`src/common/cascade_counter_consts.vh`:
```
`ifndef CASCADE_COUNTER_CONSTS_VH
`define CASCADE_COUNTER_CONSTS_VH
// ********************************************
// register word indices on the 4-bit address port
// ********************************************
`define ADDR_MODE_CTRL 4'h0
`define ADDR_CLK_SEL 4'h1
`define ADDR_OUT_CTRL 4'h2
`define ADDR_LOW_CMP 4'h3
`define ADDR_HIGH_CMP 4'h4
`define ADDR_COUNT 4'h5
`define ADDR_STATUS 4'h6
`define ADDR_FAST_CLK 4'h7
// ********************************************
// field positions
// ********************************************
`define BIT_COUNT_ENABLE 0
`define BIT_CASCADE_MODE 2
`define BIT_HIGH_OUT_EN 4
`define BIT_LOW_OUT_EN 0
`define BIT_LOW_IRQ_MASK 0
// ********************************************
// reset value and clock select codes
// ********************************************
`define RST_BYTE 8'h00
`define SEL_EXT_FALL 4'h0
`define SEL_EXT_RISE 4'h1
`define SEL_DIV_MIN 4'h6
`define SEL_DIV_MAX 4'hF
// ********************************************
// timing
// ********************************************
`define PRESCALE_W 13
`endif

```
`src/rtl/cascaded_event_counter.v`:
```
// Our own choices: the Avalon-MM interface to the registers and the register offsets.
`timescale 1ns/1ps
`include "cascade_counter_consts.vh"
module cascaded_event_counter (
   input wire clk_sys,
   input wire rst,
   input wire [3:0] address,
   input wire read,
   input wire write,
   input wire [31:0] writedata,
   output reg [31:0] readdata,
   output wire waitrequest,
   input wire ext_count_input,
   output reg high_square_out,
   output reg low_square_out,
   output reg low_match_irq,
   output reg high_match_irq
);
   // ********************************************
   // registers
   // ********************************************
   reg [7:0] timer_mode_control_reg;
   reg [7:0] clock_select_reg;
   reg [7:0] output_control_reg;
   reg [7:0] low_compare_reg;
   reg [7:0] high_compare_reg;
   reg [7:0] low_count_reg;
   reg [7:0] high_count_reg;
   reg [7:0] irq_mask_reg;
   reg fast_clock_mode_bit;
   reg lowMatchSticky_reg;
   reg highMatchSticky_reg;
   reg ackPending_reg;
   reg [`PRESCALE_W-1:0] prescale_reg;
   reg [`PRESCALE_W-1:0] prescalePrev_reg;
   reg extSync1_reg;
   reg extSync2_reg;
   reg extPrev_reg;
   wire count_enable_bit;
   wire cascade_mode_bit;
   wire high_output_enable;
   wire lowOutEnable;
   wire low_irq_mask_flag;
   wire [3:0] clock_select_bits;
   assign count_enable_bit = timer_mode_control_reg[`BIT_COUNT_ENABLE];
   assign cascade_mode_bit = timer_mode_control_reg[`BIT_CASCADE_MODE];
   assign high_output_enable = output_control_reg[`BIT_HIGH_OUT_EN];
   assign lowOutEnable = output_control_reg[`BIT_LOW_OUT_EN];
   assign low_irq_mask_flag = irq_mask_reg[`BIT_LOW_IRQ_MASK];
   assign clock_select_bits = clock_select_reg[3:0];
   // ********************************************
   // avalon slave, one wait cycle per access
   // ********************************************
   wire req;
   wire wrTake;
   wire rdTake;
   assign req = read | write;
   assign waitrequest = req & ~ackPending_reg;
   // write lands on the answering edge
   assign wrTake = write & ackPending_reg;
   // read captured on the waiting edge, stands at the answer
   assign rdTake = read & ~ackPending_reg;
   always @(posedge clk_sys or posedge rst) begin
      if (rst) begin
         ackPending_reg <= 1'b0;
      end else begin
         ackPending_reg <= req & ~ackPending_reg;
      end
   end
   // ********************************************
   // external input synchroniser
   // ********************************************
   // two flip-flops before any logic
   always @(posedge clk_sys or posedge rst) begin
      if (rst) begin
         extSync1_reg <= 1'b0;
         extSync2_reg <= 1'b0;
         extPrev_reg <= 1'b0;
      end else begin
         extSync1_reg <= ext_count_input;
         extSync2_reg <= extSync1_reg;
         extPrev_reg <= extSync2_reg;
      end
   end
   wire extRise;
   wire extFall;
   assign extRise = extSync2_reg & ~extPrev_reg;
   assign extFall = ~extSync2_reg & extPrev_reg;
   // ********************************************
   // prescaler
   // ********************************************
   // free-running divider, taps give enable pulses
   always @(posedge clk_sys or posedge rst) begin
      if (rst) begin
         prescale_reg <= {`PRESCALE_W{1'b0}};
         prescalePrev_reg <= {`PRESCALE_W{1'b0}};
      end else begin
         prescale_reg <= prescale_reg + {{(`PRESCALE_W-1){1'b0}}, 1'b1};
         prescalePrev_reg <= prescale_reg;
      end
   end
   // divider tap k: fast mode uses fx/2^(k+1), slow mode fx/2^(k+2)
   reg [3:0] tapIdx;
   reg countTick;
   always @* begin
      tapIdx = 4'h0;
      countTick = 1'b0;
      case (clock_select_bits)
         `SEL_EXT_FALL: begin
            countTick = extFall;
         end
         `SEL_EXT_RISE: begin
            countTick = extRise;
         end
         default: begin
            if (clock_select_bits >= `SEL_DIV_MIN) begin
               tapIdx = clock_select_bits - 4'h6;
               if (clock_select_bits == `SEL_DIV_MAX) begin
                  tapIdx = 4'hA;
               end
               if (!fast_clock_mode_bit) begin
                  tapIdx = tapIdx + 4'h1;
               end
               countTick = prescale_reg[tapIdx] & ~prescalePrev_reg[tapIdx];
            end
         end
      endcase
   end
   // ********************************************
   // counters and match
   // ********************************************
   wire running;
   wire lowMatch;
   wire fullMatch;
   wire lowWrap;
   // counters compare then advance; full match on tick clears both
   wire hitFull;
   wire hitLow;
   assign running = count_enable_bit & cascade_mode_bit;
   assign lowMatch = (low_count_reg == low_compare_reg);
   assign fullMatch = lowMatch & (high_count_reg == high_compare_reg);
   assign lowWrap = (low_count_reg == 8'hFF);
   assign hitFull = running & countTick & fullMatch;
   assign hitLow = running & countTick & lowMatch;
   always @(posedge clk_sys or posedge rst) begin
      if (rst) begin
         low_count_reg <= `RST_BYTE;
         high_count_reg <= `RST_BYTE;
         high_square_out <= 1'b0;
         low_square_out <= 1'b0;
         low_match_irq <= 1'b0;
         high_match_irq <= 1'b0;
      end else begin
         // low irq gated by its mask
         low_match_irq <= hitLow & ~low_irq_mask_flag;
         high_match_irq <= hitFull;
         if (!running) begin
            low_count_reg <= `RST_BYTE;
            high_count_reg <= `RST_BYTE;
         end else if (hitFull) begin
            low_count_reg <= `RST_BYTE;
            high_count_reg <= `RST_BYTE;
         end else if (countTick) begin
            low_count_reg <= low_count_reg + 8'h01;
            if (lowWrap) begin
               high_count_reg <= high_count_reg + 8'h01;
            end
         end
         // high square toggles on the clearing edge, low square on each low match
         if (hitFull && high_output_enable) begin
            high_square_out <= ~high_square_out;
         end
         if (hitLow && lowOutEnable) begin
            low_square_out <= ~low_square_out;
         end
      end
   end
   // ********************************************
   // register writes
   // ********************************************
   always @(posedge clk_sys or posedge rst) begin
      if (rst) begin
         timer_mode_control_reg <= `RST_BYTE;
         clock_select_reg <= `RST_BYTE;
         output_control_reg <= `RST_BYTE;
         low_compare_reg <= `RST_BYTE;
         high_compare_reg <= `RST_BYTE;
         irq_mask_reg <= `RST_BYTE;
         fast_clock_mode_bit <= 1'b0;
      end else begin
         if (wrTake) begin
            case (address)
               `ADDR_MODE_CTRL: begin
                  timer_mode_control_reg <= writedata[7:0];
               end
               `ADDR_CLK_SEL: begin
                  clock_select_reg <= writedata[7:0];
               end
               `ADDR_OUT_CTRL: begin
                  output_control_reg <= writedata[7:0];
               end
               `ADDR_LOW_CMP: begin
                  low_compare_reg <= writedata[7:0];
               end
               `ADDR_HIGH_CMP: begin
                  high_compare_reg <= writedata[7:0];
               end
               `ADDR_STATUS: begin
                  irq_mask_reg <= writedata[15:8];
               end
               `ADDR_FAST_CLK: begin
                  fast_clock_mode_bit <= writedata[0];
               end
               default: begin
               end
            endcase
         end
      end
   end
   // ********************************************
   // sticky flags
   // ********************************************
   always @(posedge clk_sys or posedge rst) begin
      if (rst) begin
         lowMatchSticky_reg <= 1'b0;
         highMatchSticky_reg <= 1'b0;
      end else begin
         // write-one-to-clear, a new event wins over the clear
         if (wrTake && address == `ADDR_STATUS && writedata[0]) begin
            lowMatchSticky_reg <= 1'b0;
         end
         if (wrTake && address == `ADDR_STATUS && writedata[1]) begin
            highMatchSticky_reg <= 1'b0;
         end
         if (hitLow) begin
            lowMatchSticky_reg <= 1'b1;
         end
         if (hitFull) begin
            highMatchSticky_reg <= 1'b1;
         end
      end
   end
   // ********************************************
   // read data, count captured whole in one word
   // ********************************************
   // unmapped indices read zero
   always @(posedge clk_sys or posedge rst) begin
      if (rst) begin
         readdata <= 32'h00000000;
      end else if (rdTake) begin
         case (address)
            `ADDR_MODE_CTRL: begin
               readdata <= {24'h000000, timer_mode_control_reg};
            end
            `ADDR_CLK_SEL: begin
               readdata <= {24'h000000, clock_select_reg};
            end
            `ADDR_OUT_CTRL: begin
               readdata <= {24'h000000, output_control_reg};
            end
            `ADDR_LOW_CMP: begin
               readdata <= {24'h000000, low_compare_reg};
            end
            `ADDR_HIGH_CMP: begin
               readdata <= {24'h000000, high_compare_reg};
            end
            `ADDR_COUNT: begin
               readdata <= {16'h0000, high_count_reg, low_count_reg};
            end
            `ADDR_STATUS: begin
               readdata <= {16'h0000, irq_mask_reg, 6'h00, highMatchSticky_reg, lowMatchSticky_reg};
            end
            `ADDR_FAST_CLK: begin
               readdata <= {31'h00000000, fast_clock_mode_bit};
            end
            default: begin
               readdata <= 32'h00000000;
            end
         endcase
      end
   end
endmodule

```
`config.mk`:
```
export PLATFORM = sky130hd
export DESIGN_NAME = cascaded_event_counter
export DESIGN_NICKNAME = d
export VERILOG_FILES = /design/src/rtl/cascaded_event_counter.v
export VERILOG_INCLUDE_DIRS = /design/src /design/src/common
export SDC_FILE = /design/constraint.sdc
export NUM_CORES = 1
export LEC_CHECK = 0
export BUFFER_PORTS_ARGS = -buffer_cell sky130_fd_sc_hd__buf_2
export CORE_UTILIZATION = 45
export DETAILED_ROUTE_END_ITERATION = 10
export SETUP_SLACK_MARGIN = 0.4
export SLEW_MARGIN = 25
export SYNTH_ARGS = -nofsm -noshare
export SYNTH_HDL_FRONTEND = slang
export SYNTH_SLANG_ARGS = --single-unit
```
`constraint.sdc`:
```
create_clock -name clk_sys -period 4.2 [get_ports clk_sys]
set_input_delay 0.63 -clock clk_sys [delete_from_list [all_inputs] [get_ports clk_sys]]
set_output_delay 0.63 -clock clk_sys [all_outputs]
set_load 0.01 [all_outputs]
```
=== After elaboration in Yosys (flattened, before gate mapping) ===
Cells that the tools add are included.
Widths: inputs -> output; s select.

* Register bits: 133
* Input bits: 41
* Output and inout port bits: 37
* Word-level logic and storage cells: 105

* Add/subtract/negate cells: 5
* $lt $le $gt $ge: 2
* Equal/unequal tests: 14
* Multiplexer cells: 24
* Bitwise gates (word level): 20
* Reduce and logical (&&, ||, !) cells: 18

{| class="wikitable"
|+ Operators by type and width
! cell !! count
|-
| $pmux 16 s8 || 1
|-
| $mux 8 || 7
|-
| $mux 4 || 6
|-
| $add 8x1->8 const B || 2
|-
| $eq 4x3->1 const B || 4
|-
| $eq 8x8->1 || 2
|-
| $reduce_and 2->1 || 8
|-
| $add 13x1->13 const B || 1
|-
| $and 1x1->1 || 12
|-
| $bmux 1 s4 || 2
|-
| $eq 4x1->1 const B || 2
|-
| $eq 4x2->1 const B || 2
|-
| $eq 8x8->1 const B || 1
|-
| $logic_not 4->1 || 2
|-
| $mux 1 || 7
|-
| $not 1->1 || 7
|-
| $logic_and 1x1->1 || 5
|-
| $lt 4x5->1 const B || 1
|-
| $add 4x1->4 const B || 1
|-
| $eq 4x4->1 const B || 1
|-
| $ge 4x3->1 const B || 1
|-
| $reduce_bool 2->1 || 2
|-
| $sub 4x3->4 const B || 1
|-
| $ne 3x1->1 const B || 1
|-
| other kinds (4) || 4
|}

=== Depth between registers and ports, before layout ===
Gate-level depths: netlist of run 1.

* Depth in word-level cells: 18
* Mapped depth: 12
* Depth with buffers taken out: 10

=== Worst setup path after synthesis of run 1 ===
OpenSTA, ideal clock, no wires.

* Path kind: register to register
* From: register clock_select_reg[0]
* To: register high_count_reg[3]
* Library setup time: 104 ps
* Arrival: 2547 ps
* Data required time: 4096 ps
* Slack: 1550 ps
* Cell stages (with the launch flop): 12
* Path buffers: 2
* Period minus slack after synthesis: 2650 ps
* Cells stage by stage: dfrtp_1 > inv_1 > ha_1 > o211ai_2 > mux4_2 > nand2_1 > o311ai_2 > a31oi_1 > buf_2 > buf_2 > o211ai_1 > o41ai_2

* Longest elaborated chain between the ends: 18
* Elaborated cells between the ends (all ways): 27
* Those cells by class: add/sub: 2; order compare: 1; eq/ne: 4; mux: 14; bitwise: 4; reduce/logical: 2

{| class="wikitable"
|+ RTL lines
! what !! line !! source
|-
| from (decl) || cascaded_event_counter.v:23 || <nowiki>reg [7:0] clock_select_reg;</nowiki>
|-
| from (signal assigned) || cascaded_event_counter.v:184 || <nowiki>clock_select_reg <= `RST_BYTE;</nowiki>
|-
| from (signal assigned) || cascaded_event_counter.v:197 || <nowiki>clock_select_reg <= writedata[7:0];</nowiki>
|-
| $sub 4x3->4 or $eq 4x4->1 (tied branches) || -- ||
|-
| $mux 4 || cascaded_event_counter.v:118 || <nowiki>if (clock_select_bits == `SEL_DIV_MAX) begin</nowiki>
|-
| $mux 4 || cascaded_event_counter.v:116 || <nowiki>if (clock_select_bits >= `SEL_DIV_MIN) begin</nowiki>
|-
| $mux 4 || cascaded_event_counter.v:108 || <nowiki>case (clock_select_bits)</nowiki>
|-
| $add 4x1->4 || cascaded_event_counter.v:122 || <nowiki>tapIdx = tapIdx + 4'h1;</nowiki>
|-
| $mux 4 || cascaded_event_counter.v:121 || <nowiki>if (!fast_clock_mode_bit) begin</nowiki>
|-
| $mux 4 || cascaded_event_counter.v:116 ||
|-
| $mux 4 || cascaded_event_counter.v:108 ||
|-
| $bmux 1 s4 || cascaded_event_counter.v:124 || <nowiki>countTick = prescale_reg[tapIdx] & ~prescalePrev_reg[tapIdx];</nowiki>
|-
| $mux 1 (not written as such) || cascaded_event_counter.v:124 ||
|-
| $not 1->1 || cascaded_event_counter.v:124 ||
|-
| $and 1x1->1 || cascaded_event_counter.v:124 ||
|-
| $mux 1 || cascaded_event_counter.v:116 ||
|-
| $pmux 1 s2 (*) || cascaded_event_counter.v:108 ||
|-
| $and 1x1->1 (2 in series) || cascaded_event_counter.v:143 || <nowiki>assign hitFull = running & countTick & fullMatch;</nowiki>
|-
| $ne 3x1->1 (no line), or another cell as far along || -- ||
|-
| $reduce_and 2->1 (no line) or $mux 8 (tied branches) || -- ||
|-
| to (signal assigned) || cascaded_event_counter.v:148 || <nowiki>high_count_reg <= `RST_BYTE;</nowiki>
|-
| to (signal assigned) || cascaded_event_counter.v:159 || <nowiki>high_count_reg <= `RST_BYTE;</nowiki>
|-
| to (signal assigned) || cascaded_event_counter.v:162 || <nowiki>high_count_reg <= `RST_BYTE;</nowiki>
|-
| to (decl) || cascaded_event_counter.v:28 || <nowiki>reg [7:0] high_count_reg;</nowiki>
|}

Every way passes the cells marked *; elsewhere a longest branch is shown, timed or not. The select of a mux whose other input is x is not followed.
A chain may end at the register's enable or synchronous reset.

=== Final worst setup path of run 1 ===
* From: register clock_select_reg[0]
* To: register high_count_reg[4]

The elaborated chain is that of the path after synthesis.

==> results of run 1 <==
-- final timing paths --
kind,from,endpoint,cells after the start
worst min-delay path,rst,readdata[11],2
worst max-delay path,clock_select_reg[0],high_count_reg[4],10
worst max register to register,clock_select_reg[0],high_count_reg[4],10
max in group asynchronous,rst,prescalePrev_reg[3],3
worst min register to register,extSync1_reg,extSync2_reg,0
min in group clk_sys,ext_count_input,extSync1_reg,1
-- through the flow --
step / cell area, sq um / instances
detailed placement: 6080 / 706
floorplan: 5790 / 523
global route: 6700 / 736
finish: 6700 / 736
CTS: 6680 / 736
global placement: 6080 / 706
-- power breakdown --
part | switching [uW] | internal (uW)
clock | 490 | 967
sequential | 108 | 1250
combinational | 266 | 216
-- logic make-up (layout without fill, tap and decap cells) --
group	Yosys count	in the layout	share of synthesized area
AO/OA/AOI/OAI	83	83	0.107
multiplexers	63	63	0.130
buffers and inverters	43	88	0.0393
AND/OR/NAND/NOR	161	161	0.146
XOR/XNOR	31	31	0.0473
adder cells (fa/ha/maj)	9	9	0.0196
other	1	16	0.000654
flip-flops	117	117	0.510
-- cells in the mapped netlist (3+ instances only) --
master and instances:
dfrtp_1 117, nand2_1 47, mux2_2 41, nor2_1 22, xnor2_1 20, nand3_1 19, buf_4 16, o21ai_1 16
nor2b_1 14, clkbuf_1 13, a22oi_1 11, xor2_1 11, mux2_1 10, nor3_1 10, a21oi_1 9, ha_1 9
inv_1 9, nand2b_1 9, mux2i_1 8, and3_1 7, nand4_1 6, o22ai_1 6, a22o_1 5, a21o_1 4
a31oi_1 4, mux4_2 4, nor4b_1 4, o21ai_0 4, or3_1 4, a211o_1 3, a211oi_1 3, buf_2 3
nand3b_1 3, nor3b_1 3, nor4_1 3, o211ai_1 3, o41ai_2 3, or2_2 3
-- layer usage --
metal	track usage	vias up
met3	0.0538	25
met5	0	-
met4	0.119	0
met1	0.291	2026
met2	0.335	110
li1	-	1902
-- final cells by class --
class | instances | area (sq um) | share of cell area
sequential | 117 | 2930 | 0.437
timing repair buffer | 49 | 268 | 0.0400
inverter | 9 | 38.8 | 0.00579
clock inverter | 9 | 128 | 0.0191
clock buffer | 21 | 470 | 0.0703
tap | 168 | 210 | 0.0314
multi-input combinational | 363 | 2650 | 0.396
-- critical path, delay by kind of cell (launching register included) --
family                     cells  cell delay (ns)
adders and majority gates      1             0.27
and+or+nand+nor                3             0.82
buffers and inverters          1             0.21
AOI/OAI and AO/OA              5             1.21
DFF                            1             0.46
==> tab_implementation.tex, run 1 <==
\begin{tabular}{lr}
\hline
Metric & Value \\
\hline
\multicolumn{2}{l}{\textbf{Clock network}} \\
Later-pin clock latency in the skew report & 0.42 ns \\
CTS tree & done \\
H-Tree Depth & 4 \\
Number of hold buffers added after cts & 0 \\
CTS Buf Count & 17 \\
Cts repair resizes & 0 \\
Post-CTS setup repair buffer count & 0 \\
Clock transition at path regs & 0.05 ns \\
Clock tree buffer depth & 2 \\
Buffer cell driving the clock tree root & clkbuf\_16 \\
Total clock sinks & 117 \\
\multicolumn{2}{l}{\textbf{Timing}} \\
Final Hold Fails & 0 \\
Achievable Freq & 324 MHz \\
Count of endpoints failing setup in the final report & 0 \\
Hold slack final & 0.312 ns \\
Largest clock skew in the final design & 0.00825 ns \\
Number of pins with negative max-slew slack in the final report & 0 \\
Final TNS setup & 0 ns \\
Worst setup slack after layout & 1.12 ns \\
Slew @ Worst Pin & 1.07 ns \\
Share of the clock period used by the worst path after layout & 0.734 \\
Unrepaired setup endpoints after global routing & false \\
Worst-case headroom to the max-slew limit & 0.286 \\
Time the final worst path needs with I/O delays and setup & 3.08 ns \\
\multicolumn{2}{l}{\textbf{Drt}} \\
Met3 wirelength from detailed routing & 588 microns \\
Post-Route M1 WL & 5860 microns \\
Post-route ant nets & 0 \\
Total number of vias & 4063 \\
Met2 wire len & 6130 microns \\
DRC violations left & 0 \\
Average wire per standard cell & 17.7 microns \\
First drt pass iteration count & 5 \\
Number of DRC violations after detailed-routing iteration 0 & 195 \\
Routed WL & 13000 microns \\
Via-per-instance ratio & 5.52 \\
Uppermost layer routed & met4 \\
\multicolumn{2}{l}{\textbf{Synthesis}} \\
Post-synthesis instance total & 508 \\
Yosys cell types & 55 \\
Area share of the leading cell type in the synthesized netlist & 0.510 \\
Total of flip-flops plus latches after synthesis & 117 \\
Synth async-reset ratio & 1.00 \\
Post-synthesis cell type with the largest combined area & dfrtp\_1 \\
Total standard cell area after synthesis & 0.00574 sq mm \\
Number of warnings reported in the yosys synthesis log & 0 \\
Leading post-synthesis cells by cell area & dfrtp\_1 (51\%), mux2\_2 (8.0\%), nand2\_1 (3.1\%) \\
Number of synthesized flops with an enable pin & 0 \\
Sequential-to-total area share from yosys stat & 0.510 \\
Most common flop cell mapped by yosys & dfrtp\_1 \\
Post-Synthesis Mean Instance Area & 11.3 sq um \\
\multicolumn{2}{l}{\textbf{Setup path}} \\
Register-to-Register Setup Slack & 1.12 ns \\
Critical Path Max Stage Delay & 0.51 ns \\
Critical Setup Path Class & flip-flop to flip-flop \\
Critical path, cell by cell & ha\_1 -> and3\_1 -> o211ai\_2 -> nand3b\_1 -> o311a\_1 -> o311ai\_2 -> a31oi\_1 -> buf\_4 -> or3\_1 -> o41ai\_2 \\
Sort of element at the start of the critical path & flip-flop \\
Cell type of the slowest stage on the worst timing path & or3\_1 \\
Setup crit end kind & flip-flop \\
Crit-path max FO & 20 \\
Worst endpoint required time & 4.51 ns \\
Data arrival, critical path & 3.39 ns \\
\multicolumn{2}{l}{\textbf{Place}} \\
Port bufs & 45 \\
Final weighted congestion in routability-driven placement & 0.816 \\
Final HPWL from detailed placement & 9170 microns \\
Post-Place Worst Slack & 1.10 ns \\
\multicolumn{2}{l}{\textbf{Global routing}} \\
Number of global-route vias before repair & 3962 \\
Initial antenna violation count & 0 \\
Maximum number of pins on one net before global-route repair & 75 \\
Global-route wire length before repair & 21500 microns \\
Remaining Overflow, GRT & 0 \\
Total GRT Usage & 0.220 \\
\multicolumn{2}{l}{\textbf{Status}} \\
Run status & finished, final reports clean \\
\multicolumn{2}{l}{\textbf{Layout}} \\
Core utilization of the finished layout & 0.548 \\
Most common cell after layout, fill and taps aside & dfrtp\_1 \\
Filler instances & 1132 \\
Area overhead of the layout relative to synthesis & 16.7\% \\
Most frequent cells in the layout & dfrtp\_1 (117), nand2\_1 (47), buf\_2 (45), mux2\_2 (41), nor2\_1 (22) \\
Final nets & 607 \\
Count of inserted antenna diode cells & 0 \\
Share of cells above drive strength 1 & 0.243 \\
Flip-flop count of the largest register, all copies and words added & 16 \\
\multicolumn{2}{l}{\textbf{Die}} \\
Starting density of the core & 0.470 \\
\# rows & 40 \\
Core area & 0.0122 sq mm \\
Die span in y & 115 microns \\
Top-Level Pins & 78 \\
Floorplan die area & 0.0132 sq mm \\
Horizontal die dimension & 115 microns \\
\multicolumn{2}{l}{\textbf{Power and ir drop}} \\
Post-layout power & 3290 uW \\
Max IR drop VDD & 0.248 mV \\
Pwr Density & 492 mW/mm\^{}2 \\
Static power due to leakage & 0.00309 uW \\
\multicolumn{2}{l}{\textbf{Worst hold path}} \\
Hold/Removal Path Class & input pin to async pin \\
\multicolumn{2}{l}{\textbf{Run}} \\
Number of max-capacitance violations reported & 0 \\
\hline
\end{tabular}
Note: power is estimated with default switching activity, not from simulation.
==> inputs of run 2 (changes only) <==
==> constraint.sdc (replaced) <==
create_clock -name clk_sys -period 3.25 [get_ports clk_sys]
set_input_delay 0.4875 -clock clk_sys [delete_from_list [all_inputs] [get_ports clk_sys]]
set_output_delay 0.4875 -clock clk_sys [all_outputs]
set_load 0.01 [all_outputs]
==> tab_implementation.tex, run 2 (same netlist as run 1, synthesis figures left out) <==
\begin{tabular}{lr}
\hline
Metric & Value \\
\hline
\multicolumn{2}{l}{\textbf{Status}} \\
Run status & finished, final reports clean \\
\multicolumn{2}{l}{\textbf{Clock network}} \\
Total clock sinks & 117 (unchanged) \\
Number of hold buffers added after cts & 0 (unchanged) \\
Clock transition at path regs & 0.05 ns (about the same) \\
Buffer cell driving the clock tree root & clkbuf\_16 \\
CTS tree & done \\
H-Tree Depth & 4 (unchanged) \\
CTS Buf Count & 17 (unchanged) \\
Later-pin clock latency in the skew report & 0.42 ns (about the same) \\
Clock tree buffer depth & 2 (unchanged) \\
\multicolumn{2}{l}{\textbf{Global routing}} \\
Maximum number of pins on one net before global-route repair & 58 (-23\%) \\
Global-route wire length before repair & 21800 microns (+1.4\%) \\
Initial antenna violation count & 1 (+1) \\
Number of global-route vias before repair & 4081 (+3.0\%) \\
Remaining Overflow, GRT & 0 (unchanged) \\
Total GRT Usage & 0.221 (+0.00115) \\
\multicolumn{2}{l}{\textbf{Drt}} \\
Average wire per standard cell & 17.9 microns (+1.4\%) \\
Total number of vias & 4142 (+1.9\%) \\
Number of DRC violations after detailed-routing iteration 0 & 261 (+34\%) \\
DRC violations left & 0 (unchanged) \\
Via-per-instance ratio & 5.53 (+0.17\%) \\
First drt pass iteration count & 5 (unchanged) \\
Routed WL & 13400 microns (+3.2\%) \\
Post-route ant nets & 0 (unchanged) \\
\multicolumn{2}{l}{\textbf{Die}} \\
Top-Level Pins & 78 (unchanged) \\
Die span in y & 115 microns (unchanged) \\
Core area & 0.0122 sq mm (unchanged) \\
Horizontal die dimension & 115 microns (unchanged) \\
\# rows & 40 (unchanged) \\
Floorplan die area & 0.0132 sq mm (unchanged) \\
Starting density of the core & 0.470 (unchanged) \\
\multicolumn{2}{l}{\textbf{Setup path}} \\
Data arrival, critical path & 3.09 ns (-0.30 ns) \\
Worst endpoint required time & 3.55 ns (-0.96 ns) \\
Reg-to-Reg End & high\_count\_reg[5] \\
Setup crit end kind & flip-flop \\
Startpoint of the worst-slack reg-to-reg timing path & clock\_select\_reg[1] \\
Register-to-Register Setup Slack & 0.46 ns (-0.66 ns) \\
Critical Setup Path Class & flip-flop to flip-flop \\
Sort of element at the start of the critical path & flip-flop \\
Crit-path max FO & 20 (unchanged) \\
CP Launch Point & clock\_select\_reg[1] \\
Number of cells on the worst reg-to-reg path & 10 (unchanged) \\
\multicolumn{2}{l}{\textbf{Worst hold path}} \\
Count of cells along the worst hold path & 1 \\
Hold/Removal Path Class & input pin to flip-flop \\
Worst-case hold path end point & extSync1\_reg \\
Hold wc startpoint & ext\_count\_input \\
\multicolumn{2}{l}{\textbf{Layout}} \\
Area overhead of the layout relative to synthesis & 20.6\% \\
Flip-flop count of the largest register, all copies and words added & 16 (unchanged) \\
Most common cell after layout, fill and taps aside & dfrtp\_1 \\
Count of inserted antenna diode cells & 0 (unchanged) \\
Filler instances & 1070 (-5.5\%) \\
Final std cells w/o fill & 749 (+1.8\%) \\
Core utilization of the finished layout & 0.567 (+0.0184) \\
Share of cells above drive strength 1 & 0.274 (+0.0307) \\
Most frequent cells in the layout & dfrtp\_1 (115), nand2\_1 (47), buf\_2 (45), mux2\_2 (41), nor2\_1 (21) \\
Final nets & 619 (+2.0\%) \\
\multicolumn{2}{l}{\textbf{Timing}} \\
Slew @ Worst Pin & 0.832 ns (-0.236 ns) \\
Achievable Freq & 359 MHz (+11\%) \\
Time the final worst path needs with I/O delays and setup & 2.79 ns (-0.294 ns) \\
Unrepaired setup endpoints after global routing & true \\
Worst setup slack after layout & 0.462 ns (-0.656 ns) \\
Largest clock skew in the final design & 0.0123 ns (+0.00402 ns) \\
Share of the clock period used by the worst path after layout & 0.858 (+0.124) \\
Worst-case headroom to the max-slew limit & 0.444 (+0.158) \\
Count of endpoints failing setup in the final report & 0 (unchanged) \\
Final Hold Fails & 0 (unchanged) \\
Number of pins with negative max-slew slack in the final report & 0 (unchanged) \\
Final TNS setup & 0 ns (unchanged) \\
\multicolumn{2}{l}{\textbf{Power and ir drop}} \\
Clock network fraction of design power & 0.441 (about the same) \\
Combinational share of power & 0.169 (+0.023) \\
Static power due to leakage & 0.00320 uW (+3.6\%) \\
Post-layout power & 4500 uW (+37\%) \\
Sequential share of power & 0.390 (-0.021) \\
Internal power of the cells & 3330 uW (+37\%) \\
Pwr Density & 650 mW/mm\^{}2 (+32\%) \\
Net switching power & 1170 uW (+36\%) \\
Max IR drop VDD & 0.378 mV (+52\%) \\
Sw Share & 0.260 (-0.00179) \\
\multicolumn{2}{l}{\textbf{Place}} \\
Final weighted congestion in routability-driven placement & 0.840 (+3.0\%) \\
Number of placed instances, taps included & 711 (+0.71\%) \\
Final HPWL from detailed placement & 9440 microns (+2.9\%) \\
Port bufs & 45 (unchanged) \\
Post-Place Worst Slack & 0.116 ns (-0.984 ns) \\
\multicolumn{2}{l}{\textbf{Run}} \\
Number of max-capacitance violations reported & 0 (unchanged) \\
\hline
\end{tabular}
[run 2: cell types whose count changed in the layout (fill, tap and decap cells not counted), moves of 2 or more]
cell	delta
buf_4	+11
clkinvlp_4	-2
dfrtp_1	-2
dfrtp_2	+2
ha_1	-2
ha_4	+2
o211ai_2	-2
o211ai_4	+2
[run 2: power by group through the flow]
stage          clock (uW)  combinational, uW  sequential (uW)
6_report             1980                759             1760
5_1_grt              2070                825             1780
4_1_cts              2010                720             1750
3_5_place_dp            0                655             1770
3_3_place_gp            0                639             1770
2_1_floorplan           0                483             1730
[run 2: through the flow]
step                      hold WS [ns]  instance area, sq um
after floorplan                  0.331                  5800
final                            0.177                  6920
after CTS                        0.168                  6870
after global routing             0.162                  6920
after detailed placement         0.336                  6130
after global placement           0.347                  6130
[run 2: per-layer routing]
| layer | share of wire | track usage | vias to the layer above |
|---|---|---|---|
| li1 | - | - | 1930 |
| met2 | 0.48 | 0.349 | 99 |
| met1 | 0.45 | 0.289 | 2093 |
| met5 | 0 | 0 | - |
| met3 | 0.045 | 0.0538 | 20 |
| met4 | 0.023 | 0.105 | 0 |
[run 2: timing repair]
action | in CTS | in global routing
pin swaps | 2 | 9
gates cloned | 0 | 0
setup endpoints to repair | 13 | 11
setup buffers | 6 | 1
resized for setup | 9 | 6
[run 2: worst max path at each step]
stage                        endpoint  slack, ns  cells after the start
global route        high_count_reg[5]       0.34                     10
CTS                 high_count_reg[5]       0.41                     10
floorplan           high_count_reg[3]       0.60                     11
global placement    high_count_reg[5]       0.21                     10
detailed placement  high_count_reg[5]       0.12                     10
finish              high_count_reg[5]       0.46                     10
[run 2: critical path: stages (launching register included)]
cell	delay, ns
dfrtp_2	0.41
inv_1	0.12
ha_4	0.30
o211ai_4	0.11
or3b_1	0.39
a221oi_2	0.25
a211o_1	0.19
a31oi_4	0.11
buf_12	0.17
or3_4	0.39
o41ai_4	0.21
[run 2: final cells by class]
class / instances / area [sq um] / share of cell area
multi-input combinational: 363 / 2740 / 0.396
inverter: 9 / 37.5 / 0.00542
clock buffer: 22 / 484 / 0.0700
tap: 168 / 210 / 0.0304
timing repair buffer: 61 / 370 / 0.0535
clock inverter: 9 / 149 / 0.0215
sequential: 117 / 2930 / 0.423
